`src/rtl/gph_pkg.sv`:
```
// Package with register map, reset values and carrier types for the two GPIO ports.
package gph_pkg;

   // Register bus geometry.
   localparam int ADDR_W = 8;
   localparam int DATA_W = 32;

   // Byte offsets of the first port inside the block window.
   localparam logic [ADDR_W-1:0] FP_FSEL_OFS = 8'h08;
   localparam logic [ADDR_W-1:0] FP_OD_OFS   = 8'h28;
   localparam logic [ADDR_W-1:0] FP_PUP_OFS  = 8'h2c;
   localparam logic [ADDR_W-1:0] FP_IE_OFS   = 8'h38;

   // Byte offsets of the second port inside the block window.
   localparam logic [ADDR_W-1:0] SP_BASE_OFS = 8'h40;
   localparam logic [ADDR_W-1:0] SP_DATA_OFS = SP_BASE_OFS + 8'h00;
   localparam logic [ADDR_W-1:0] SP_OE_OFS   = SP_BASE_OFS + 8'h04;
   localparam logic [ADDR_W-1:0] SP_FSEL_OFS = SP_BASE_OFS + 8'h08;
   localparam logic [ADDR_W-1:0] SP_RSVD_OFS = SP_BASE_OFS + 8'h10;
   localparam logic [ADDR_W-1:0] SP_PUP_OFS  = SP_BASE_OFS + 8'h2c;
   localparam logic [ADDR_W-1:0] SP_IE_OFS   = SP_BASE_OFS + 8'h38;

   // Read-only boot status word.
   localparam logic [ADDR_W-1:0] BOOT_STAT_OFS = 8'h80;
   localparam int                BOOT_VALID_BIT = 0;
   localparam int                BOOT_FLASH_BIT = 1;

   // Strap pin position on the second port.
   localparam int BOOT_PIN = 0;
   // Pin of the first port that carries external interrupt four.
   localparam int INT_PIN  = 3;

   // Reset values of the control bytes.
   localparam logic [7:0] FP_FSEL_RST = 8'h00;
   localparam logic [7:0] FP_OD_RST   = 8'h00;
   localparam logic [7:0] FP_PUP_RST  = 8'h00;
   localparam logic [7:0] FP_IE_RST   = 8'h00;
   localparam logic [7:0] SP_DATA_RST = 8'h00;
   localparam logic [7:0] SP_OE_RST   = 8'h00;
   localparam logic [7:0] SP_FSEL_RST = 8'h00;
   localparam logic [7:0] SP_PUP_RST  = 8'h01;
   localparam logic [7:0] SP_IE_RST   = 8'h00;
   // Pin-side enables while reset is held: strap input and pull-up on.
   localparam logic [7:0] SP_IN_EN_RST   = 8'h01;
   localparam logic [7:0] SP_PULL_EN_RST = 8'h01;

   // Bus responses.
   localparam logic [1:0] RESP_OKAY   = 2'b00;
   localparam logic [1:0] RESP_SLVERR = 2'b10;

   // Requests from the bus master.
   typedef struct packed {
      logic              awvalid;
      logic [ADDR_W-1:0] awaddr;
      logic              wvalid;
      logic [DATA_W-1:0] wdata;
      logic [3:0]        wstrb;
      logic              bready;
      logic              arvalid;
      logic [ADDR_W-1:0] araddr;
      logic              rready;
   } gph_axi_req_t;

   // Answers to the bus master.
   typedef struct packed {
      logic              awready;
      logic              wready;
      logic              bvalid;
      logic [1:0]        bresp;
      logic              arready;
      logic              rvalid;
      logic [DATA_W-1:0] rdata;
      logic [1:0]        rresp;
   } gph_axi_rsp_t;

   // Pin pad controls of one port.
   typedef struct packed {
      logic [7:0] o;
      logic [7:0] oe;
      logic [7:0] pull_en;
      logic [7:0] in_en;
   } gph_pad_t;

   // Drive request from a source towards the pins.
   typedef struct packed {
      logic [7:0] o;
      logic [7:0] oe;
   } gph_drive_t;

endpackage

```
`src/rtl/gph_ports.sv`:
```
// Two 8-bit GPIO ports with function routing, boot strap capture and AXI4-Lite registers.
// Behaviour
// - Eight pins per port, each pin's input and output enabled separately.
// - First-port bit 7 set routes pin 7 to timer output.
// - First-port bits 6 and 2 route pins to serial clocks of channels two, zero.
// - First-port bits 5 and 1 route pins to serial data inputs or I2C clock.
// - First-port bits 4 and 0 route pins to serial data outputs or I2C data.
// - First-port bit 3 set connects pin 3 to external interrupt four.
// - Drive-type bit zero gives CMOS output, one gives open-drain; resets zero.
// - First-port pull-up bit one enables internal pull-up; resets zero.
// - First-port input-enable bit one passes pin input; resets zero.
// - Second-port pins feed timer inputs; pin 0 is also the boot strap.
// - While reset is low, strap input path and pull-up are forced on.
// - At reset release a high strap selects booting from on-chip flash.
// - A low strap at reset release selects the internal boot program.
// - After reset second-port pins are GPIO with input and output disabled.
// - After reset second-port pull-up is on for pin 0 only.
// - Second-port registers sit at data, output, function, pull-up, input offsets.
// - Second-port data register holds eight read/write bits, reset zero.
// - Second-port output-control bit one enables the pin driver where the function bit is zero; resets zero.
// - Second-port function bit one routes pins to timer capture inputs.
// - Outside stop mode interrupt four passes whenever its input is enabled.
//
// Implementation choice: register access over AXI4-Lite.
`timescale 1ns/100ps

module gph_ports
(
   // Clock and reset.
   input  wire logic                  I_REF_CLK,
   input  wire logic                  I_RSTN,
   // Register bus.
   input  wire gph_pkg::gph_axi_req_t I_AXI_REQ,
   output      gph_pkg::gph_axi_rsp_t O_AXI_RSP,
   // First port pins.
   input  wire logic [7:0]            I_FP_PIN_I,
   output      gph_pkg::gph_pad_t     O_FP_PAD,
   // First port GPIO side and peripheral side.
   input  wire gph_pkg::gph_drive_t   I_FP_GPIO_DRV,
   output      logic [7:0]            O_FP_GPIO_I,
   input  wire gph_pkg::gph_drive_t   I_FP_ALT_DRV,
   output      logic [7:0]            O_FP_ALT_I,
   // Interrupt path.
   input  wire logic                  I_STOP_MODE,
   output      logic                  O_EXT_INT_FOUR,
   // Second port pins and timer capture inputs.
   input  wire logic [7:0]            I_SP_PIN_I,
   output      gph_pkg::gph_pad_t     O_SP_PAD,
   output      logic [7:0]            O_SP_TIMER_CAP,
   // Boot selection.
   output      logic                  O_BOOT_VALID,
   output      logic                  O_BOOT_FLASH,
   output      logic                  O_BOOT_ROM
);
   import gph_pkg::*;

   // Whole state of the block.
   typedef struct packed {
      logic              aw_held;
      logic [ADDR_W-1:0] aw_addr;
      logic              w_held;
      logic [7:0]        w_byte;
      logic              w_lane0;
      logic              bvalid;
      logic [1:0]        bresp;
      logic              rvalid;
      logic [DATA_W-1:0] rdata;
      logic [1:0]        rresp;
      logic [7:0]        fp_fsel;
      logic [7:0]        fp_od;
      logic [7:0]        fp_pup;
      logic [7:0]        fp_ie;
      logic [7:0]        sp_data;
      logic [7:0]        sp_oe;
      logic [7:0]        sp_fsel;
      logic [7:0]        sp_pup;
      logic [7:0]        sp_ie;
      gph_pad_t          fp_pad;
      gph_pad_t          sp_pad;
      logic [7:0]        fp_gpio_i;
      logic [7:0]        fp_alt_i;
      logic              ext_int;
      logic [7:0]        sp_cap;
      logic              boot_valid;
      logic              boot_flash;
   } gph_state_t;

   gph_state_t st_r;
   gph_state_t st_nxt;

   // Combinational helper terms.
   logic             aw_take;
   logic             w_take;
   logic             ar_take;
   logic [7:0]       fp_in_g;
   logic [7:0]       sp_in_g;
   logic [7:0]       fp_sel_o;
   logic [7:0]       fp_sel_oe;
   logic [7:0]       sp_rd_data;

   // Write address and data are accepted separately while no response waits.
   assign aw_take = I_AXI_REQ.awvalid && !st_r.aw_held && !st_r.bvalid;
   assign w_take  = I_AXI_REQ.wvalid && !st_r.w_held && !st_r.bvalid;
   assign ar_take = I_AXI_REQ.arvalid && !st_r.rvalid;

   // Pin inputs pass only where the input enable is set.
   assign fp_in_g    = I_FP_PIN_I & st_r.fp_ie;
   assign sp_in_g    = I_SP_PIN_I & st_r.sp_ie;
   // Data reads show the pin where input is enabled and the latch elsewhere.
   assign sp_rd_data = (st_r.sp_data & ~st_r.sp_ie) | sp_in_g;

   // First-port source select: function bit picks peripheral, else GPIO.
   assign fp_sel_o  = (I_FP_ALT_DRV.o & st_r.fp_fsel) | (I_FP_GPIO_DRV.o & ~st_r.fp_fsel);
   assign fp_sel_oe = (I_FP_ALT_DRV.oe & st_r.fp_fsel) | (I_FP_GPIO_DRV.oe & ~st_r.fp_fsel);

   // Register read mux; unused upper bits stay zero.
   function automatic logic [DATA_W-1:0] rd_word(input logic [ADDR_W-1:0] a, input gph_state_t s,
                                                  input logic [7:0] sp_rd);
      logic [DATA_W-1:0] w;
      w = '0;
      unique case (a)
         FP_FSEL_OFS:   w[7:0] = s.fp_fsel;
         FP_OD_OFS:     w[7:0] = s.fp_od;
         FP_PUP_OFS:    w[7:0] = s.fp_pup;
         FP_IE_OFS:     w[7:0] = s.fp_ie;
         SP_DATA_OFS:   w[7:0] = sp_rd;
         SP_OE_OFS:     w[7:0] = s.sp_oe;
         SP_FSEL_OFS:   w[7:0] = s.sp_fsel;
         SP_PUP_OFS:    w[7:0] = s.sp_pup;
         SP_IE_OFS:     w[7:0] = s.sp_ie;
         BOOT_STAT_OFS:
         begin
            w[BOOT_VALID_BIT] = s.boot_valid;
            w[BOOT_FLASH_BIT] = s.boot_flash;
         end
         default:       w = '0;
      endcase
      return w;
   endfunction

   // Address is mapped when it names a register of the window.
   function automatic logic is_mapped(input logic [ADDR_W-1:0] a);
      logic m;
      m = 1'b0;
      unique case (a)
         FP_FSEL_OFS, FP_OD_OFS, FP_PUP_OFS, FP_IE_OFS,
         SP_DATA_OFS, SP_OE_OFS, SP_FSEL_OFS, SP_PUP_OFS, SP_IE_OFS,
         BOOT_STAT_OFS: m = 1'b1;
         default:       m = 1'b0;
      endcase
      return m;
   endfunction

   // Next-state logic of bus slave, registers, pads and boot capture.
   always_comb
   begin
      st_nxt = st_r;

      // Capture write address and data in either order.
      if (aw_take)
      begin
         st_nxt.aw_held = 1'b1;
         st_nxt.aw_addr = I_AXI_REQ.awaddr;
      end
      if (w_take)
      begin
         st_nxt.w_held  = 1'b1;
         st_nxt.w_byte  = I_AXI_REQ.wdata[7:0];
         st_nxt.w_lane0 = I_AXI_REQ.wstrb[0];
      end

      // Perform the write once both halves are held.
      if (st_r.aw_held && st_r.w_held && !st_r.bvalid)
      begin
         st_nxt.aw_held = 1'b0;
         st_nxt.w_held  = 1'b0;
         st_nxt.bvalid  = 1'b1;
         st_nxt.bresp   = is_mapped(st_r.aw_addr) ? RESP_OKAY : RESP_SLVERR;
         if (st_r.w_lane0)
         begin
            unique case (st_r.aw_addr)
               FP_FSEL_OFS: st_nxt.fp_fsel = st_r.w_byte;
               FP_OD_OFS:   st_nxt.fp_od   = st_r.w_byte;
               FP_PUP_OFS:  st_nxt.fp_pup  = st_r.w_byte;
               FP_IE_OFS:   st_nxt.fp_ie   = st_r.w_byte;
               SP_DATA_OFS: st_nxt.sp_data = st_r.w_byte;
               SP_OE_OFS:   st_nxt.sp_oe   = st_r.w_byte;
               SP_FSEL_OFS: st_nxt.sp_fsel = st_r.w_byte;
               SP_PUP_OFS:  st_nxt.sp_pup  = st_r.w_byte;
               SP_IE_OFS:   st_nxt.sp_ie   = st_r.w_byte;
               default:     st_nxt.bvalid  = 1'b1;
            endcase
         end
      end

      // Write response retires when the master takes it.
      if (st_r.bvalid && I_AXI_REQ.bready)
      begin
         st_nxt.bvalid = 1'b0;
      end

      // Read: data registered in the cycle of acceptance.
      if (ar_take)
      begin
         st_nxt.rvalid = 1'b1;
         st_nxt.rdata  = rd_word(I_AXI_REQ.araddr, st_r, sp_rd_data);
         st_nxt.rresp  = is_mapped(I_AXI_REQ.araddr) ? RESP_OKAY : RESP_SLVERR;
      end
      else if (st_r.rvalid && I_AXI_REQ.rready)
      begin
         st_nxt.rvalid = 1'b0;
      end

      // First-port pads: open-drain never drives high.
      st_nxt.fp_pad.o       = fp_sel_o & ~st_r.fp_od;
      st_nxt.fp_pad.oe      = fp_sel_oe & (~st_r.fp_od | ~fp_sel_o);
      st_nxt.fp_pad.pull_en = st_r.fp_pup;
      st_nxt.fp_pad.in_en   = st_r.fp_ie;

      // First-port inputs towards GPIO logic and peripherals.
      st_nxt.fp_gpio_i = fp_in_g & ~st_r.fp_fsel;
      st_nxt.fp_alt_i  = fp_in_g & st_r.fp_fsel;
      // Interrupt four needs the function bit only in stop mode.
      st_nxt.ext_int   = fp_in_g[INT_PIN] && (st_r.fp_fsel[INT_PIN] || !I_STOP_MODE);

      // Second-port pads: timer function pins are inputs only.
      st_nxt.sp_pad.o       = st_r.sp_data;
      st_nxt.sp_pad.oe      = st_r.sp_oe & ~st_r.sp_fsel;
      st_nxt.sp_pad.pull_en = st_r.sp_pup;
      st_nxt.sp_pad.in_en   = st_r.sp_ie;
      st_nxt.sp_cap         = sp_in_g & st_r.sp_fsel;

      // Strap is sampled on the first edge after reset release, once.
      if (!st_r.boot_valid)
      begin
         st_nxt.boot_valid = 1'b1;
         st_nxt.boot_flash = I_SP_PIN_I[BOOT_PIN];
      end
   end

   // State register; reset values are constants only.
   always_ff @(posedge I_REF_CLK or negedge I_RSTN)
   begin
      if (!I_RSTN)
      begin
         st_r                <= '0;
         st_r.bresp          <= RESP_OKAY;
         st_r.rresp          <= RESP_OKAY;
         st_r.fp_fsel        <= FP_FSEL_RST;
         st_r.fp_od          <= FP_OD_RST;
         st_r.fp_pup         <= FP_PUP_RST;
         st_r.fp_ie          <= FP_IE_RST;
         st_r.sp_data        <= SP_DATA_RST;
         st_r.sp_oe          <= SP_OE_RST;
         st_r.sp_fsel        <= SP_FSEL_RST;
         st_r.sp_pup         <= SP_PUP_RST;
         st_r.sp_ie          <= SP_IE_RST;
         st_r.sp_pad.in_en   <= SP_IN_EN_RST;
         st_r.sp_pad.pull_en <= SP_PULL_EN_RST;
      end
      else
      begin
         st_r <= st_nxt;
      end
   end

   // Bus answers; ready terms are combinational.
   assign O_AXI_RSP.awready = !st_r.aw_held && !st_r.bvalid;
   assign O_AXI_RSP.wready  = !st_r.w_held && !st_r.bvalid;
   assign O_AXI_RSP.bvalid  = st_r.bvalid;
   assign O_AXI_RSP.bresp   = st_r.bresp;
   assign O_AXI_RSP.arready = !st_r.rvalid;
   assign O_AXI_RSP.rvalid  = st_r.rvalid;
   assign O_AXI_RSP.rdata   = st_r.rdata;
   assign O_AXI_RSP.rresp   = st_r.rresp;

   // Pin and peripheral outputs straight from the state register.
   assign O_FP_PAD       = st_r.fp_pad;
   assign O_FP_GPIO_I    = st_r.fp_gpio_i;
   assign O_FP_ALT_I     = st_r.fp_alt_i;
   assign O_EXT_INT_FOUR = st_r.ext_int;
   assign O_SP_PAD       = st_r.sp_pad;
   assign O_SP_TIMER_CAP = st_r.sp_cap;
   assign O_BOOT_VALID   = st_r.boot_valid;
   assign O_BOOT_FLASH   = st_r.boot_valid && st_r.boot_flash;
   assign O_BOOT_ROM     = st_r.boot_valid && !st_r.boot_flash;
endmodule

```
`config.mk`:
```
export PLATFORM = sky130hd
export DESIGN_NAME = gph_ports
export DESIGN_NICKNAME = d
export VERILOG_FILES = /design/src/rtl/gph_pkg.sv /design/src/rtl/gph_ports.sv
export SDC_FILE = /design/constraint.sdc
export NUM_CORES = 1
export LEC_CHECK = 0
export CAP_MARGIN = 10
export CORE_ASPECT_RATIO = 0.8
export CORE_MARGIN = 1
export CORE_UTILIZATION = 32
export CTS_BUF_LIST = sky130_fd_sc_hd__clkbuf_16
export DETAILED_ROUTE_END_ITERATION = 7
export DONT_BUFFER_PORTS = 1
export SLEW_MARGIN = 20
export SYNTH_ARGS = -nofsm -noshare
export SYNTH_HDL_FRONTEND = slang
export SYNTH_SLANG_ARGS = --single-unit
```
`constraint.sdc`:
```
create_clock -name I_REF_CLK -period 1.9 [get_ports I_REF_CLK]
set_input_delay 0.38 -clock I_REF_CLK [delete_from_list [all_inputs] [get_ports I_REF_CLK]]
set_output_delay 0.38 -clock I_REF_CLK [all_outputs]
set_load 0.02 [all_outputs]
```
==> run summary, run 1 <==
The most used flip-flop cell after synthesis is dfrtp_1. The initial antenna violation count came out at 0. The count of cell types in the netlist came out at 58. The area growth from synthesis to layout is 5.860%. The max-cap check violation count came out at 0. The number of levels the H-tree was split into came out at 4. The via count is 4,731. The power density over the cells is 1191 mW/mm². The fraction of final layout cells with drive strength greater than 1 is 30.97%. The first element of the critical path is O_AXI_RSP[38]. The total area inside the core boundary comes to 0.02639 mm². The total routed wirelength is 20.32 mm. The filler cell count in the final layout came out at 2,649. Counting the buffers created by CTS gives 17.

Dividing the detail-routed wire length by the instance count gives 20.47 µm. For the worst-skew pair, the clock arrives at the later sink with an insertion delay of 0.44 ns. The highest clock rate is 0.4782 GHz. Multiplexer cells account for 16.73% of the synthesized area. The worst setup path is launched from a flop. The startpoint identified for the worst register-to-register timing path is O_AXI_RSP[38]. The final setup skew is 0.01000 ns.

The final count of hold timing violations was 194. The via density per instance came out at 4.764. TritonCTS built the clock tree. The fraction of the mapped netlist area in simple logic gates is 9.246%. The largest individual stage delay along the critical path comes from the cell or4_4. The final number of max-transition violations is 0.

The critical path goes through and3b_2 -> nand3b_1 -> or4_4 -> nor3b_4 -> buf_12 -> mux2_2. The length of the first detailed-routing pass in iterations came out at 5. Routability-driven placement finished with a final weighted congestion of 0.8234. Setup violations remaining at the end of the flow were counted as 24. The post-synthesis share of cell area spent on xor and xnor gates is 0.1013%. The detailed-route DRC error count is 0. The required time at the endpoint of the critical path came out at 2.22 ns. The register-to-register path setup slack is -0.19 ns. The maximum net fanout on the critical path came out at 8. The post-route fraction of the period consumed by the critical path came out at 110.1%.

The internal power of the cells totals 7.510 mW. The area share of fa/ha/maj cells after synthesis is 0%. The clock slew at the register clock pins of the worst setup and hold paths is 0.07 ns.

The maximum root-to-sink buffer count is 2. Synthesis produced a netlist whose cell count is 690. The number of synthesized flops with an enable pin came out at 0.

The synthesized netlist devotes 5.267% of its cell area to compound gates. The switching power is 3.393 mW. Setup repair after global routing could not meet its margin everywhere. After synthesis, the largest family of logic cells by area is multiplexers. The core occupancy in the finished layout came out at 34.68%. The wire length of the first global-routing pass is 29.70 mm. The effective utilization at floorplan came out at 32.76%. Each instance of the synthesized netlist takes up on average 12.53 µm².

The worst slew margin relative to its limit came out at 65.14%. The net count reported at finish came out at 731. The register area share after synthesis came out at 56.19%.

The async set or reset register ratio after synthesis came out at 100.0%. The peak ir drop on the vdd network is 0.7548 mV. The worst slack at placement came out at -0.1744 ns. The data arrival time at the worst-slack endpoint came out at 2.41 ns. The count of boundary I/O pins is 241.

Leaving out fill and tap cells, the most frequent cell in the layout is dfrtp_1. For the finished layout, the period the worst path requires is 2.091 ns. The share of total power in the clock network is 32.0%.

The die area is 0.02769 mm². The die span in y is 149.0 µm. The peak per-stage delay on the critical path is 0.53 ns. Summing every instance area after synthesis gives 0.008647 mm². The maximum number of pins on one net before global-route repair is 195. The total global routing track utilization is 14.92%. The synthesized design contains 194 register bits. The number of global-route vias before repair came out at 4,666. The HPWL after detailed placement is 14.46 mm. In this run the horizontal extent of the chip is 185.8 µm. The type of the worst setup path is flop to flop.

At the pin with the least slew margin, the transition time is 0.5181 ns. The floorplan has 53 rows. Across all setup checks in the final design, the least slack found is -0.1912 ns. The worst min-delay path class is input pin to async pin. The antenna diode count is 0. The checks that failed: hold timing, setup timing. The static leakage power is 4.281 nW. Total power for the finished layout comes to 10.90 mW. The residual antenna-violating net count after detailed routing is 0.

The cell at the root of the clock tree is clkbuf_16. The total congestion overflow came out at 0. The switching share of power came out at 31.12%. The run finished, with violations left. The sequential share of power is 52.2%. Clock tree synthesis found a total of 194 sinks. During synthesis, Yosys emitted a total of 0 warnings.

The combinational cell fraction of total power came out at 15.9%. STA classifies the critical path endpoint as a flop. After the first detailed-routing iteration, the DRC count stood at 300. The number of port buffers came out at 0. The worst hold margin came out at -0.3632 ns. In the layout the commonest cells are dfrtp_1, mux2_2, nor2_1, buf_4, conb_1.
[power groups by stage]
| stage | Combinational (mW) | Clock, mW | Sequential (mW) |
|---|---|---|---|
| final | 1.73 | 3.48 | 5.69 |
| after detailed placement | 1.67 | 0 | 5.78 |
| after global routing | 1.88 | 3.76 | 5.79 |
| after floorplan | 1.97 | 0 | 5.12 |
| after global placement | 1.64 | 0 | 5.77 |
| after CTS | 1.72 | 3.59 | 5.70 |
[routing by layer]
| metal | share of wire, % | wire length (µm) | GRT usage [%] |
|---|---|---|---|
| met1 | 45 | 9103 | 19.76 |
| met2 | 46 | 9293 | 22.56 |
| met3 | 8.9 | 1801 | 6.030 |
| met4 | 0.61 | 123 | 3.730 |
| met5 | 0 | 0 | 0 |
[cell families (layout without fill, tap and decap cells)]
logic type | after synthesis | in the layout
compound gates | 67 | 67
xor+xnor | 1 | 1
buf+inv | 157 | 78
flops | 194 | 194
mux | 128 | 128
other cells | 2 | 27
simple gates | 141 | 141
[layout make-up]
type	instances	area (µm²)	share of cell area, %
Sequential cell	194	4858	53.08
Clock buffer	17	425.4	4.647
Tap cell	357	446.7	4.880
Clock inverter	15	133.9	1.463
Multi-Input combinational cell	364	2904	31.73
Inverter	6	22.52	0.2460
Timing Repair Buffer	40	362.8	3.964
[metrics by stage]
step / instances / setup TNS [ns] / cell area, µm²
floorplan: 715 / -5.164 / 8800
global placement: 960 / -3.748 / 8557
detailed placement: 960 / -4.164 / 8557
CTS: 992 / -3.827 / 9146
global route: 993 / -5.258 / 9154
finish: 993 / -3.545 / 9154
[critical path, delay by kind of cell (launching register included)]
family | cells | cell delay, ns
buf+inv | 1 | 0.17
flops | 1 | 0.37
mux | 1 | 0.33
simple gates | 4 | 1.11
[path summary, 6_finish.rpt]
| check | to | cells after the start |
|---|---|---|
| setup / recovery | st_r[151] | 6 |
| hold / removal | O_FP_PAD[29] | 0 |
| setup reg to reg | st_r[151] | 6 |
| hold reg to reg | O_SP_PAD[8] | 0 |
| max in group asynchronous | O_SP_PAD[0] | 0 |
| min in group I_REF_CLK | O_EXT_INT_FOUR | 1 |
[repair_timing]
action	4_1_cts	5_1_grt
setup buffers	0	2
cloned	0	0
endpoints found under the setup margin	38	47
hold endpoints to repair	194	194
pin swaps	0	1
resized for setup	7	3
[cell usage after synthesis, types with 8 or more instances]
| library cell | n | area share [%] |
|---|---|---|
| dfrtp_1 | 191 | 55 |
| buf_4 | 126 | 11 |
| mux2_2 | 100 | 13 |
| nor2_1 | 36 | 1.6 |
| nand2_1 | 25 | 1.1 |
| nor2b_1 | 22 | 1.6 |
| mux2i_1 | 20 | 2.3 |
| and3_1 | 16 | 1.2 |
| a22oi_1 | 14 | 1.2 |
| clkbuf_1 | 14 | 0.61 |
| a21oi_1 | 13 | 0.75 |
| o21ai_0 | 10 | 0.58 |
| buf_1 | 9 | 0.39 |
| mux2_4 | 8 | 1.4 |
[flip-flops by register name, indices dropped and copies added, names as in the netlist, 8 cells and up]
name and cells:
st_nxt 40, O_FP_GPIO_I 8, O_AXI_RSP 12, st_r 52, O_FP_ALT_I 8, O_SP_TIMER_CAP 8, O_SP_PAD 32, O_FP_PAD 32
Note: power is estimated with default switching activity, not from simulation.
==> inputs of run 2 (changes only) <==
--- a/config.mk
+++ b/config.mk
@@ -12,6 +12,7 @@
 export CTS_BUF_LIST = sky130_fd_sc_hd__clkbuf_16
 export DETAILED_ROUTE_END_ITERATION = 7
 export DONT_BUFFER_PORTS = 1
+export MAX_ROUTING_LAYER = met4
 export SLEW_MARGIN = 20
 export SYNTH_ARGS = -nofsm -noshare
 export SYNTH_HDL_FRONTEND = slang
==> run summary, run 2 (synthesis results as in run 1) <==
The placer's final routability congestion estimate came to 0.8358 (+1.5%). The core occupancy in the finished layout came out at 34.68% (unchanged). The die area is 0.02769 mm² (unchanged).

The post-layout total power is 10.90 mW (about the same). The startpoint of the worst register-to-register path is O_AXI_RSP[38]. On the critical path, the stage with the largest delay is an instance of or4_4. Setup repair after global routing could not meet its margin everywhere. The transition time at the pin with the least slew margin came out at 0.4938 ns (-0.02427 ns).

The number of setup violations in the final report came out at 24 (unchanged). The wire length of the first global-routing pass came out at 29.60 mm (-0.32%). The via density per instance came out at 4.734 (-0.63%). The number of buffers inserted during clock tree synthesis came out at 17 (unchanged).

The worst hold margin came out at -0.3613 ns (+0.001945 ns). The residual antenna-violating net count after detailed routing was 0 (unchanged). The post-route fraction of the period consumed by the critical path is 110.0% (about the same). The flow ran to the end, but the final reports show violations. The power density over the cells was 1190 mW/mm² (about the same).

The peak ir drop on the vdd network came to 0.7532 mV (-0.21%). The maximum root-to-sink buffer count came to 2 (unchanged). The effective utilization at floorplan came out at 32.76% (unchanged). STA classifies the critical path endpoint as a flop. The clock slew at the register clock pins of the worst setup and hold paths was 0.07 ns (about the same). The number of levels the H-tree was split into came out at 4 (unchanged). The total routed wirelength came to 20.26 mm (-0.32%). The via count came to 4,701 (-0.63%). In this run the worst setup path begins at O_AXI_RSP[38]. The cell row count came out at 53 (unchanged). The tree is rooted in a clkbuf_16. The number of DRC markers after the initial detailed-route iteration is 255 (-15%). The clock latency at the later pin of the worst-skew pair came to 0.44 ns (about the same). The worst path buffer plus inverter count is 1 (unchanged).

The number of port buffers was 0 (unchanged). The initial antenna violation count came to 0 (unchanged). The detailed-route DRC error count is 0 (unchanged). The filler cell count in the final layout came out at 2,649 (unchanged). The final count of hold timing violations was 191 (-1.5%). The number of sinks on the clock net is 194 (unchanged). The maximum number of pins on one net before global-route repair came out at 195 (unchanged). The fraction of final layout cells with drive strength greater than 1 is 30.97% (unchanged).

The number of cells after detailed placement is 960 (unchanged). The max-cap check violation count came to 0 (unchanged). The worst slew margin relative to its limit is 66.77% (+1.6 points). The library cell used most frequently in the layout, excluding fill and tap cells, is dfrtp_1. The length of the first detailed-routing pass in iterations came out at 5 (unchanged). The final worst-path setup slack is -0.1905 ns (+0.0006750 ns). The total congestion overflow is 0 (unchanged). The area inside the core boundary is 0.02639 mm² (unchanged). The critical path in this run is classified as flop to flop. The static leakage power is 4.281 nW (unchanged). The number of global-route vias before repair was 4,684 (+0.39%). The x dimension of the die was 185.8 µm (unchanged). The maximum net fanout on the critical path came out at 8 (unchanged).

The area growth from synthesis to layout came to 5.860% (unchanged). Leaving out fill and tap cells, the most frequent cells in the layout are dfrtp_1, mux2_2, nor2_1, buf_4, conb_1. The peak per-stage delay on the critical path came out at 0.53 ns (about the same). The flip-flop count of the largest register, all copies and words added came out at 52 (unchanged). The data arrival time at the worst-slack endpoint came to 2.41 ns (about the same). The die span in y was 149.0 µm (unchanged). The number of standard cells in the layout, taps in and fillers out is 993 (unchanged). The final number of max-transition violations came out at 0 (unchanged).

The cell family with the largest share of critical-path delay is simple AND/OR/NAND/NOR gates. Ranked by flip-flop count, first place goes to st_r. The count of boundary I/O pins is 241 (unchanged). STA classifies the critical path startpoint as a flop.

The required time at the endpoint of the critical path was 2.22 ns (about the same). The final setup skew is 0.01021 ns (+0.0002064 ns). The routed length per instance came to 20.40 µm (-0.32%).

The checks that failed: hold timing, setup timing. The net count reported at finish is 731 (unchanged). TritonCTS built the clock tree.

The signal on the critical path passes through and3b_2 -> nand3b_1 -> or4_4 -> nor3b_4 -> buf_12 -> mux2_2. The highest clock rate came out at 0.4784 GHz (about the same). The antenna diode count is 0 (unchanged). The worst min-delay path class is input pin to async pin. The post-route minimum period came out at 2.090 ns (-0.0006750 ns).

The total global routing track utilization is 15.32% (+0.39 points). The HPWL after detailed placement was 14.46 mm (unchanged).
==> run 2: cell counts in the layout (fill, tap and decap cells not counted) <==
Identical to the previous run, type by type.
==> run 2: metrics by stage <==
| stage | setup TNS [ns] | worst slack (ns) | cell area (µm²) |
|---|---|---|---|
| final | -3.536 | -0.1905 | 9154 |
| after global routing | -5.260 | -0.2469 | 9154 |
| after CTS | -3.827 | -0.1837 | 9146 |
| after detailed placement | -4.164 | -0.1744 | 8557 |
| after global placement | -3.748 | -0.1672 | 8557 |
| after floorplan | -5.164 | -0.1923 | 8800 |
==> run 2: area by class of cell <==
class / count / area (µm²) / area share [%]
Tap cell: 357 / 446.7 / 4.880
Inverter: 6 / 22.52 / 0.2460
Timing Repair Buffer: 40 / 362.8 / 3.964
Clock inverter: 15 / 133.9 / 1.463
Multi-Input combinational cell: 364 / 2904 / 31.73
Clock buffer: 17 / 425.4 / 4.647
Sequential cell: 194 / 4858 / 53.08
==> run 2: timing repair <==
item                       4_1_cts  5_1_grt
setup buffers                    0        2
resized for setup                7        3
cloned                           0        0
hold endpoints to repair       194      194
setup endpoints to repair       38       47
pin swaps                        0        1
==> run 2: final timing paths <==
| path | endpoint | slack, ns | cells past startpoint |
|---|---|---|---|
| worst min-delay path | O_SP_TIMER_CAP[5] | -0.36 | 0 |
| worst max register to register | st_r[151] | -0.19 | 6 |
| worst min register to register | O_SP_PAD[8] | 0.38 | 0 |
| max in group asynchronous | O_SP_PAD[8] | 1.80 | 0 |
| worst max-delay path | st_r[151] | -0.19 | 6 |
| min in group I_REF_CLK | O_EXT_INT_FOUR | 0.03 | 1 |
==> run 2: worst register-to-register path, stage by stage, from the launching register on <==
cell and delay [ns]:
dfrtp_1 0.37, and3b_2 0.24, nand3b_1 0.11, or4_4 0.54, nor3b_4 0.23, buf_12 0.17, mux2_2 0.33
==> run 2: metal layers <==
metal  GRT usage [%]  wire [µm]  up-vias
li1                -          -     2116
met1           19.67       8994     2406
met2           22.63       9311      171
met3           5.835       1818        8
met4           3.730        133        0
met5               -          0        -
==> run 2: power by group <==
part / switching (mW) / internal [mW]
registers: 0.948 / 4.74
clock network: 1.66 / 1.82
logic: 0.784 / 0.949
total: 3.39 / 7.51
